[config.mk]
export PLATFORM = sky130hd
export DESIGN_NAME = ilec_status
export DESIGN_NICKNAME = d
export VERILOG_FILES = /design/src/hdl/ilec_sat_counter.v /design/src/hdl/ilec_status.v
export VERILOG_INCLUDE_DIRS = /design/src /design/src/pkg
export SDC_FILE = /design/constraint.sdc
export NUM_CORES = 1
export LEC_CHECK = 0
export ABC_AREA = 1
export ABC_CLOCK_PERIOD_IN_PS = 1800
export BUFFER_PORTS_ARGS = -buffer_cell sky130_fd_sc_hd__buf_4
export CORE_UTILIZATION = 50
export DETAILED_ROUTE_END_ITERATION = 8
export PLACE_DENSITY = 0.76
export SLEW_MARGIN = 0
export SYNTH_ARGS = -nofsm -noshare
export SYNTH_HDL_FRONTEND = slang
export SYNTH_SLANG_ARGS = --single-unit
[constraint.sdc]
create_clock -name clk_in -period 1.8 [get_ports clk_in]
set_input_delay 0 -clock clk_in [delete_from_list [all_inputs] [get_ports clk_in]]
set_output_delay 0 -clock clk_in [all_outputs]
set_load 0.01 [all_outputs]
[src/pkg/ilec_defs.vh]
`ifndef ILEC_DEFS_VH
`define ILEC_DEFS_VH

// register offsets on the internal register port
`define ILEC_ADDR_W 8
`define ILEC_OFS_LINK_ERR 8'h06
`define ILEC_OFS_PAR_ERR 8'h07
`define ILEC_OFS_FLAGS 8'h08

// reset values and counter limit
`define ILEC_CNT_RST 8'h00
`define ILEC_FLAGS_RST 8'h00
`define ILEC_CNT_MAX 8'hFF

// flag bit positions
`define ILEC_BIT_WATCHDOG 7
`define ILEC_BIT_DRV_FAULT 6
`define ILEC_BIT_OUT_DATA 5
`define ILEC_BIT_EVENT_DONE 4
`define ILEC_BIT_WAKEUP 3
`define ILEC_BIT_MASTER_CMD 2
`define ILEC_BIT_PAGE1 1
`define ILEC_BIT_LINK_MODE 0

// link mode code for idle
`define ILEC_MODE_IDLE 3'h0

// writable page 1 span and master command address
`define ILEC_PAGE1_LO 8'h1A
`define ILEC_PAGE1_HI 8'h29
`define ILEC_PAGE1_MC 8'h00

`endif

[src/hdl/ilec_sat_counter.v]
`timescale 1ns/10ps
`include "ilec_defs.vh"

module ilec_sat_counter (
    // clock and reset
    input wire clk_in,
    input wire srst_in,
    // control
    input wire inc_in,
    input wire clr_in,
    // count
    output reg [7:0] count_out
);

    always @(posedge clk_in) begin
        if (srst_in) begin
            count_out <= `ILEC_CNT_RST;
        end else if (clr_in) begin
            count_out <= `ILEC_CNT_RST;
        end else if (inc_in && (count_out != `ILEC_CNT_MAX)) begin
            count_out <= count_out + 8'h01;
        end
    end

endmodule // ilec_sat_counter

[src/hdl/ilec_status.v]
// Overview of operation
// - link error count increments per communication error
// - bad check octet or byte count counts
// - each counter holds up to 255 errors
// - any write clears link error count
// - parity error count increments per parity error
// - any write clears parity error count
// - flags reset zero, readable, write-one clears
// - flags stay set until software clears
// - bit 7 set on watchdog expiry
// - bit 6 set on output driver fault
// - bit 5 set on new output data
// - bit 4 set on master status write
// - bit 3 set on wakeup, idle only
// - bit 2 set on command or page1 00h write
// - bit 1 set on page1 1Ah-29h change
`timescale 1ns/10ps
`include "ilec_defs.vh"

module ilec_status (
    // clock and reset
    input wire clk_in,
    input wire srst_in,
    // register port
    input wire [7:0] reg_addr_in,
    input wire reg_wr_in,
    input wire reg_rd_in,
    input wire [7:0] reg_wdata_in,
    output reg [7:0] reg_rdata_out,
    // link error events, one-cycle pulses from link logic
    input wire check_type_octet_err_in,
    input wire byte_count_err_in,
    input wire other_link_err_in,
    input wire parity_err_in,
    // flag sources, one-cycle pulses unless noted
    input wire watchdog_expired_in,
    input wire driver_fault_in,
    input wire output_process_data_rx_in,
    input wire event_status_code_wr_in,
    input wire wakeup_pulse_in,
    input wire master_cmd_in,
    input wire page1_wr_in,
    input wire [7:0] page1_addr_in,
    input wire page1_changed_in,
    input wire [2:0] link_mode_in,
    // outputs
    output reg [7:0] link_interrupt_flags_out,
    output reg event_flag_clear_out,
    output reg [7:0] link_error_count_out,
    output reg [7:0] parity_error_count_out
);

    wire [7:0] link_err_cnt;
    wire [7:0] par_err_cnt;
    wire link_err;
    wire wr_link_err;
    wire wr_par_err;
    wire wr_flags;
    reg [7:0] flags_r;
    reg [7:0] flags_nxt;
    reg [7:0] set_vec;
    reg [7:0] rdata_nxt;
    reg [2:0] mode_prev_r;
    reg fault_meta_r;
    reg fault_sync_r;
    reg fault_prev_r;

    // flag set conditions, one per bit
    wire set_watchdog;
    wire set_drv_fault;
    wire set_out_data;
    wire set_event_done;
    wire set_wakeup;
    wire set_master_cmd;
    wire page1_in_span;
    wire set_page1;
    wire set_link_mode;

    // fault is a level from the analog driver: flag only on its rising edge
    wire fault_rise = fault_sync_r & ~fault_prev_r;

    function addr_hit;
        input [7:0] a;
        input [7:0] ofs;
        begin
            addr_hit = (a == ofs);
        end
    endfunction

    // several error sources in one cycle count once
    assign link_err = check_type_octet_err_in | byte_count_err_in | other_link_err_in;
    assign wr_link_err = reg_wr_in && addr_hit(reg_addr_in, `ILEC_OFS_LINK_ERR);
    assign wr_par_err = reg_wr_in && addr_hit(reg_addr_in, `ILEC_OFS_PAR_ERR);
    assign wr_flags = reg_wr_in && addr_hit(reg_addr_in, `ILEC_OFS_FLAGS);

    ilec_sat_counter u_link_cnt (
        .clk_in(clk_in),
        .srst_in(srst_in),
        .inc_in(link_err),
        .clr_in(wr_link_err),
        .count_out(link_err_cnt)
    );

    ilec_sat_counter u_par_cnt (
        .clk_in(clk_in),
        .srst_in(srst_in),
        .inc_in(parity_err_in),
        .clr_in(wr_par_err),
        .count_out(par_err_cnt)
    );

    assign set_watchdog = watchdog_expired_in;
    assign set_drv_fault = fault_rise;
    assign set_out_data = output_process_data_rx_in;
    assign set_event_done = event_status_code_wr_in;
    // wake-up pulses outside idle are ignored
    assign set_wakeup = wakeup_pulse_in & (link_mode_in == `ILEC_MODE_IDLE);
    assign set_master_cmd = master_cmd_in |
        (page1_wr_in & (page1_addr_in == `ILEC_PAGE1_MC));
    assign page1_in_span = (page1_addr_in >= `ILEC_PAGE1_LO) &
        (page1_addr_in <= `ILEC_PAGE1_HI);
    assign set_page1 = page1_wr_in & page1_changed_in & page1_in_span;
    assign set_link_mode = (link_mode_in != mode_prev_r);

    always @* begin
        set_vec = 8'h00;
        set_vec[`ILEC_BIT_WATCHDOG] = set_watchdog;
        set_vec[`ILEC_BIT_DRV_FAULT] = set_drv_fault;
        set_vec[`ILEC_BIT_OUT_DATA] = set_out_data;
        set_vec[`ILEC_BIT_EVENT_DONE] = set_event_done;
        set_vec[`ILEC_BIT_WAKEUP] = set_wakeup;
        set_vec[`ILEC_BIT_MASTER_CMD] = set_master_cmd;
        set_vec[`ILEC_BIT_PAGE1] = set_page1;
        set_vec[`ILEC_BIT_LINK_MODE] = set_link_mode;
    end

    always @* begin
        flags_nxt = flags_r;
        if (wr_flags) begin
            flags_nxt = flags_nxt & ~reg_wdata_in;
        end
        // set after clear so a same-cycle event is kept
        flags_nxt = flags_nxt | set_vec;
    end

    // read mux; unmapped offsets read as zero
    always @* begin
        rdata_nxt = reg_rdata_out;
        if (reg_rd_in) begin
            case (reg_addr_in)
                `ILEC_OFS_LINK_ERR: begin
                    rdata_nxt = link_err_cnt;
                end
                `ILEC_OFS_PAR_ERR: begin
                    rdata_nxt = par_err_cnt;
                end
                `ILEC_OFS_FLAGS: begin
                    rdata_nxt = flags_r;
                end
                default: begin
                    rdata_nxt = 8'h00;
                end
            endcase
        end
    end

    // two stages for the fault level; only the second one is read
    always @(posedge clk_in) begin
        if (srst_in) begin
            fault_meta_r <= 1'h0;
            fault_sync_r <= 1'h0;
        end else begin
            fault_meta_r <= driver_fault_in;
            fault_sync_r <= fault_meta_r;
        end
    end

    // history for the edge and change detectors, reset to idle levels
    always @(posedge clk_in) begin
        if (srst_in) begin
            mode_prev_r <= `ILEC_MODE_IDLE;
            fault_prev_r <= 1'h0;
        end else begin
            mode_prev_r <= link_mode_in;
            fault_prev_r <= fault_sync_r;
        end
    end

    always @(posedge clk_in) begin
        if (srst_in) begin
            flags_r <= `ILEC_FLAGS_RST;
        end else begin
            flags_r <= flags_nxt;
        end
    end

    // flag copy equals the flag register at all times
    always @(posedge clk_in) begin
        if (srst_in) begin
            link_interrupt_flags_out <= `ILEC_FLAGS_RST;
            event_flag_clear_out <= 1'h0;
        end else begin
            link_interrupt_flags_out <= flags_nxt;
            event_flag_clear_out <= event_status_code_wr_in;
        end
    end

    // counter copies trail the counters by one cycle
    always @(posedge clk_in) begin
        if (srst_in) begin
            link_error_count_out <= `ILEC_CNT_RST;
            parity_error_count_out <= `ILEC_CNT_RST;
        end else begin
            link_error_count_out <= link_err_cnt;
            parity_error_count_out <= par_err_cnt;
        end
    end

    // read data holds until the next read strobe
    always @(posedge clk_in) begin
        if (srst_in) begin
            reg_rdata_out <= 8'h00;
        end else begin
            reg_rdata_out <= rdata_nxt;
        end
    end

endmodule // ilec_status

==> results of run 1 <==
[routing by layer]
metal,routed length [um],vias up,share of wire
met5,0,-,0
met4,84,0,0.014
met3,280,9,0.047
met2,3060,64,0.52
met1,2490,1104,0.42
li1,-,1247,-
[worst max-delay path, cell delays in order (launching register included)]
cell,delay (ns)
dfxtp_1,0.42
ha_1,0.22
nand2_2,0.08
nor3_2,0.24
nand2_2,0.10
nand2_4,0.11
inv_2,0.08
nand2_1,0.06
a21oi_1,0.06
[placed cells by master, fill, tap and decap left out, types with 4 or more instances in the layout]
master         instances
nor2_1                35
nand2_2                4
dlygate4sd3_1         17
nor3_1                 4
dfxtp_1               55
a21oi_1               29
o21ai_0                4
nor2_2                 4
clkbuf_8               6
xor2_1                 6
nand2_1               81
nand3_1               44
buf_4                 77
inv_1                 38
[power by group through the flow]
| stage | Sequential, mW | Combinational, mW | Clock (mW) |
|---|---|---|---|
| after floorplan | 1.31 | 0.112 | 0 |
| after global placement | 1.31 | 0.241 | 0 |
| final | 1.28 | 0.278 | 0.731 |
| after detailed placement | 1.31 | 0.247 | 0 |
| after CTS | 1.28 | 0.278 | 0.745 |
| after global routing | 1.28 | 0.312 | 0.797 |
[path summary, 6_finish.rpt]
path,start,to,slack (ns),cells past startpoint
worst max-delay path,u_link_cnt.count_out[0],u_link_cnt.count_out[1],0.30,8
worst max register to register,u_link_cnt.count_out[0],u_link_cnt.count_out[1],0.30,8
worst min-delay path,reg_wdata_in[6],link_interrupt_flags_out[6],0.002,4
worst min register to register,fault_meta_r,fault_sync_r,0.42,2
[state kept, by name (all words and copies together), names as in the netlist]
| register | count |
|---|---|
| fault_prev_r | 1 |
| fault_meta_r | 1 |
| link_interrupt_flags_out | 8 |
| event_flag_clear_out | 1 |
| u_par_cnt.count_out | 8 |
| reg_rdata_out | 8 |
| mode_prev_r | 3 |
| parity_error_count_out | 8 |
| u_link_cnt.count_out | 8 |
| fault_sync_r | 1 |
| link_error_count_out | 8 |
[synth_stat cells (all sizes together)]
cell	n	area [um^2]
a21oi	30	154
nor3	6	46.3
clkbuf	4	15.0
o211ai	1	7.51
nor2	42	190
o21ai	4	20.0
a31oi	1	6.26
a211oi	1	7.51
inv	42	160
nand2	87	352
or2	2	12.5
nand4	2	12.5
buf	3	18.8
dfxtp	55	1100
nand3	45	230
nor3b	1	7.51
ha	2	25.0
xor2	6	52.6
[final cells by class]
cell class / count / share of cell area
inverters: 42 / 0.0486
flip-flops and latches: 55 / 0.334
well taps: 52 / 0.0197
repair buffers: 94 / 0.227
clock inverters: 2 / 0.00493
multi-input cells: 230 / 0.341
clock buffers: 6 / 0.0250
[logic make-up after synthesis]
family                   share of synthesized area
adder cells (fa/ha/maj)                     0.0103
flip-flops                                   0.455
buffers and inverters                       0.0802
AND/OR/NAND/NOR                              0.352
XOR/XNOR                                    0.0217
AO/OA/AOI/OAI                               0.0807
[metrics by stage]
step / setup WS, ns / instances / utilization
after global placement: 0.404 / 456 / 0.672
after CTS: 0.309 / 481 / 0.732
after floorplan: 0.485 / 334 / -
after global routing: 0.190 / 481 / 0.732
final: 0.302 / 481 / 0.732
after detailed placement: 0.324 / 456 / 0.672
==> results.toml, run 1 <==
[pwr]
p_int_mw = 1.71
power_density_nw_per_um2 = 694
power_mw = 2.29
combPwrFrac = 0.121
seq_power_share = 0.559
p_leak_nw = 1.49
power_frac_clock = 0.319
vdd_drop_max_mv = 0.487
p_sw_frac = 0.252
power.switching_mw = 0.577

[sta]
relSlewSlack = 0.750
holdWs_ns = 0.00187
report.final.slew_viol_count = 0
max_freq_mhz = 667
rsz0062_at_grt = "no"
period_needed_ns = 1.50
tightestPinTransition_ns = 0.374
setup_violations = 0
finalSetupTns_ns = 0
clock_skew_ns = 0.0112
finalCritPeriodShare = 0.832
final-hold-violation-count = 0

[layout]
stdcell_area_um2 = 3300
multi_input_area_um2 = 1120
drive_gt1_frac = 0.252
area_delta_synth_final_pct = 36.3
fin_nets = 473
seq_area_um2 = 1100
antennaDiodeCount = 0
nFillCells = 372

[clocking]
cts_tree = "built"
clock_sinks = 55
cts_setup_buffers = 0
clk_latency_ns = 0.32
cts_made_buffers = 5
clk_path_buf_depth = 2
ctsResizeCount = 0
cts_hold_buf = 17
root_buffer = "clkbuf_8"
cts-htree-levels = 2
clkTransAtPathRegs_ns = 0.10

[yosys]
synth_cell_types = 29
synth_seq_cells = 55
netlist_area_um2 = 2420
avgSynthCellArea_um2 = 7.24
synth_fp_nets = 379
synth_cells = 334
ys_seq_area_frac = 0.455
ys_warn_count = 0

[floorplanning]
core_um2 = 4500
fp-row-count = 24
dieArea_um2 = 5120
io_pins = 76
die_x_um = 71.6
die_h_um = 71.6
initial_core_util = 0.537

[detailed_routing]
wl_per_cell_um = 12.3
drcViolationCount = 0
antenna_left = 0
dr.pass1.iters = 4
wirelength_mm = 5.91
viasPerCell = 5.04
vias = 2424
dr.first_iter.drc_count = 118

[grt]
gr-max-usage-layer = "met2"
grt_pass1_wl_mm = 10.3
use_met2 = 0.477
antenna_found_initial = 0
met3_usage = 0.0563
grt_pass1_vias = 2406
gr-usage-met1 = 0.291
grt_max_degree = 22
track_usage = 0.256
grt.overflow.total = 0

[setup_path]
end_kind = "flop"
critical_path_required_ns = 2.00
critPathKind = "reg2reg"
worstSetupStartpointType = "flop"
worstPathMaxFanout = 8
cp_data_arrival_time_ns = 1.69

[place]
hpwl_mm = 4.23
gp_congestion = 0.861
dpl_cell_area_um2 = 3030
port_buffers = 75

[flow_run]
drv_cap = 0

[min_path]
hp-class = "in2reg"

[outcome]
status = "complete, no violations"
No activity file was read; power rests on OpenSTA's default activity.
==> run 2, diff against run 1 <==
--- a/config.mk
+++ b/config.mk
@@ -7,11 +7,11 @@
 export NUM_CORES = 1
 export LEC_CHECK = 0
 export ABC_AREA = 1
-export ABC_CLOCK_PERIOD_IN_PS = 1800
+export ABC_CLOCK_PERIOD_IN_PS = 1230
 export BUFFER_PORTS_ARGS = -buffer_cell sky130_fd_sc_hd__buf_4
-export CORE_UTILIZATION = 50
+export CORE_UTILIZATION = 45
 export DETAILED_ROUTE_END_ITERATION = 8
-export PLACE_DENSITY = 0.76
+export PLACE_DENSITY = 0.73
 export SLEW_MARGIN = 0
 export SYNTH_ARGS = -nofsm -noshare
 export SYNTH_HDL_FRONTEND = slang
==> constraint.sdc (replaced) <==
create_clock -name clk_in -period 1.23 [get_ports clk_in]
set_input_delay 0 -clock clk_in [delete_from_list [all_inputs] [get_ports clk_in]]
set_output_delay 0 -clock clk_in [all_outputs]
set_load 0.01 [all_outputs]
==> results.toml, run 2 (synthesized netlist as in run 1, its figures left out) <==
[outcome]
status = "finished with violations"
failed_checks = "setup timing"

[layout]
final_common_cell = "buf_4"
final_cells = 529
stdcell_area_um2 = 3670
seq_area_um2 = 1110
fin_nets = 503
most-common-layout-cells = "105 x buf_4, 73 x nand2_1, 50 x dfxtp_1"
area_delta_synth_final_pct = 51.9
antennaDiodeCount = 0
drive_gt1_frac = 0.357
nFillCells = 421
utilization = 0.715
multi_input_area_um2 = 1240

[sta]
clock_skew_ns = 0.00882
final-hold-violation-count = 0
report.final.slew_viol_count = 0
period_needed_ns = 1.28
finalCritPeriodShare = 1.04
tightestPinTransition_ns = 0.432
max_freq_mhz = 784
finalSetupTns_ns = -0.143
rsz0062_at_grt = "yes"
relSlewSlack = 0.711
setup_violations = 11
layout_setup_ws_ns = -0.0462
holdWs_ns = 0.0180

[place]
port_buffers = 75
hpwl_mm = 4.40
gp_congestion = 0.880
dp.cells = 497
dpl_cell_area_um2 = 3240
place_ws_ns = -0.0256

[pwr]
vdd_drop_max_mv = 0.701
p_leak_nw = 1.68
power_density_nw_per_um2 = 921
power_mw = 3.39

[clocking]
clk_latency_ns = 0.31
cts-htree-levels = 2
clkTransAtPathRegs_ns = 0.10
cts_made_buffers = 5
clk_path_buf_depth = 2
cts_tree = "built"
clock_sinks = 55
root_buffer = "clkbuf_8"

[flow_run]
drv_cap = 0

[detailed_routing]
dr.first_iter.drc_count = 128
vias = 2571
viasPerCell = 4.86
drcViolationCount = 0
wl_per_cell_um = 11.9
dr.pass1.iters = 4
antenna_left = 0
wirelength_mm = 6.29

[grt]
antenna_found_initial = 0
grt_max_degree = 40
grt_pass1_vias = 2420
track_usage = 0.241
grt.overflow.total = 0
grt_pass1_wl_mm = 10.5

[floorplanning]
initial_core_util = 0.471
fp-row-count = 26
die_h_um = 75.3
io_pins = 76
dieArea_um2 = 5670
core_um2 = 5140
die_x_um = 75.3

[setup_path]
cp_slowest_cell = "dfxtp_4"
end_kind = "flop"
critPathKind = "reg2reg"
worstSetupStartpointType = "flop"
worstPathMaxFanout = 8
cp_slowest_stage_delay_ns = 0.38
critical_path_required_ns = 1.47
cp_data_arrival_time_ns = 1.51
crit_chain = "ha_4, nand3_4, nor2_4, nand2_2, nand2_4, buf_4, nand2_1, a21oi_1"

[min_path]
hp-class = "in2reg"
==> run 2: cell count changes in the layout (fill, tap and decap cells not counted), moves of 4 or more <==
cell	before	now
dfxtp_2	0	4
nand2_2	4	10
a21oi_1	29	21
buf_4	77	105
a21oi_2	1	9
dfxtp_1	55	50
nand2_1	81	73
==> run 2: power by group <==
| part | internal [mW] | switching [mW] |
|---|---|---|
| combinational | 0.263 | 0.231 |
| clock | 0.408 | 0.611 |
| sequential | 1.83 | 0.0400 |
==> run 2: cell type report <==
| class | count | share of cell area |
|---|---|---|
| multi-input cells | 230 | 0.338 |
| flip-flops and latches | 55 | 0.302 |
| repair buffers | 123 | 0.264 |
| inverters | 42 | 0.0456 |
| well taps | 70 | 0.0238 |
| clock buffers | 5 | 0.0187 |
| clock inverters | 3 | 0.00681 |
| repair inverters | 1 | 0.00136 |
==> run 2: critical path, delay by kind of cell, from the launching register on <==
family	cells	cell delay (ns)
compound gates	1	0.14
fa+ha+maj	1	0.15
buf+inv	1	0.13
flops	1	0.38
simple gates	5	0.41
==> run 2: path summary, 6_finish.rpt <==
path | from | to | slack [ns] | cells after the start
setup / recovery | u_par_cnt.count_out[0] | u_par_cnt.count_out[0] | -0.05 | 8
hold / removal | parity_err_in | u_par_cnt.count_out[6] | 0.02 | 4
setup reg to reg | u_par_cnt.count_out[0] | u_par_cnt.count_out[0] | -0.05 | 8
hold reg to reg | fault_meta_r | fault_sync_r | 0.41 | 2
==> run 2: what timing repair did <==
| action | in CTS | in global routing |
|---|---|---|
| buffers inserted | 2 | 3 |
| resized for setup | 6 | 26 |
| cloned | 0 | 1 |
| hold buffers | 18 | 0 |
| hold endpoints to repair | 20 | 0 |
| pin swaps | 3 | 8 |
| endpoints found under the setup margin | 12 | 16 |
==> run 2: metal layers <==
metal	wire length, um	global-route usage	vias up
li1	-	-	1309
met1	2610	0.286	1180
met2	3260	0.434	68
met3	281	0.0437	14
met4	129	0.0885	0
met5	0	0	-
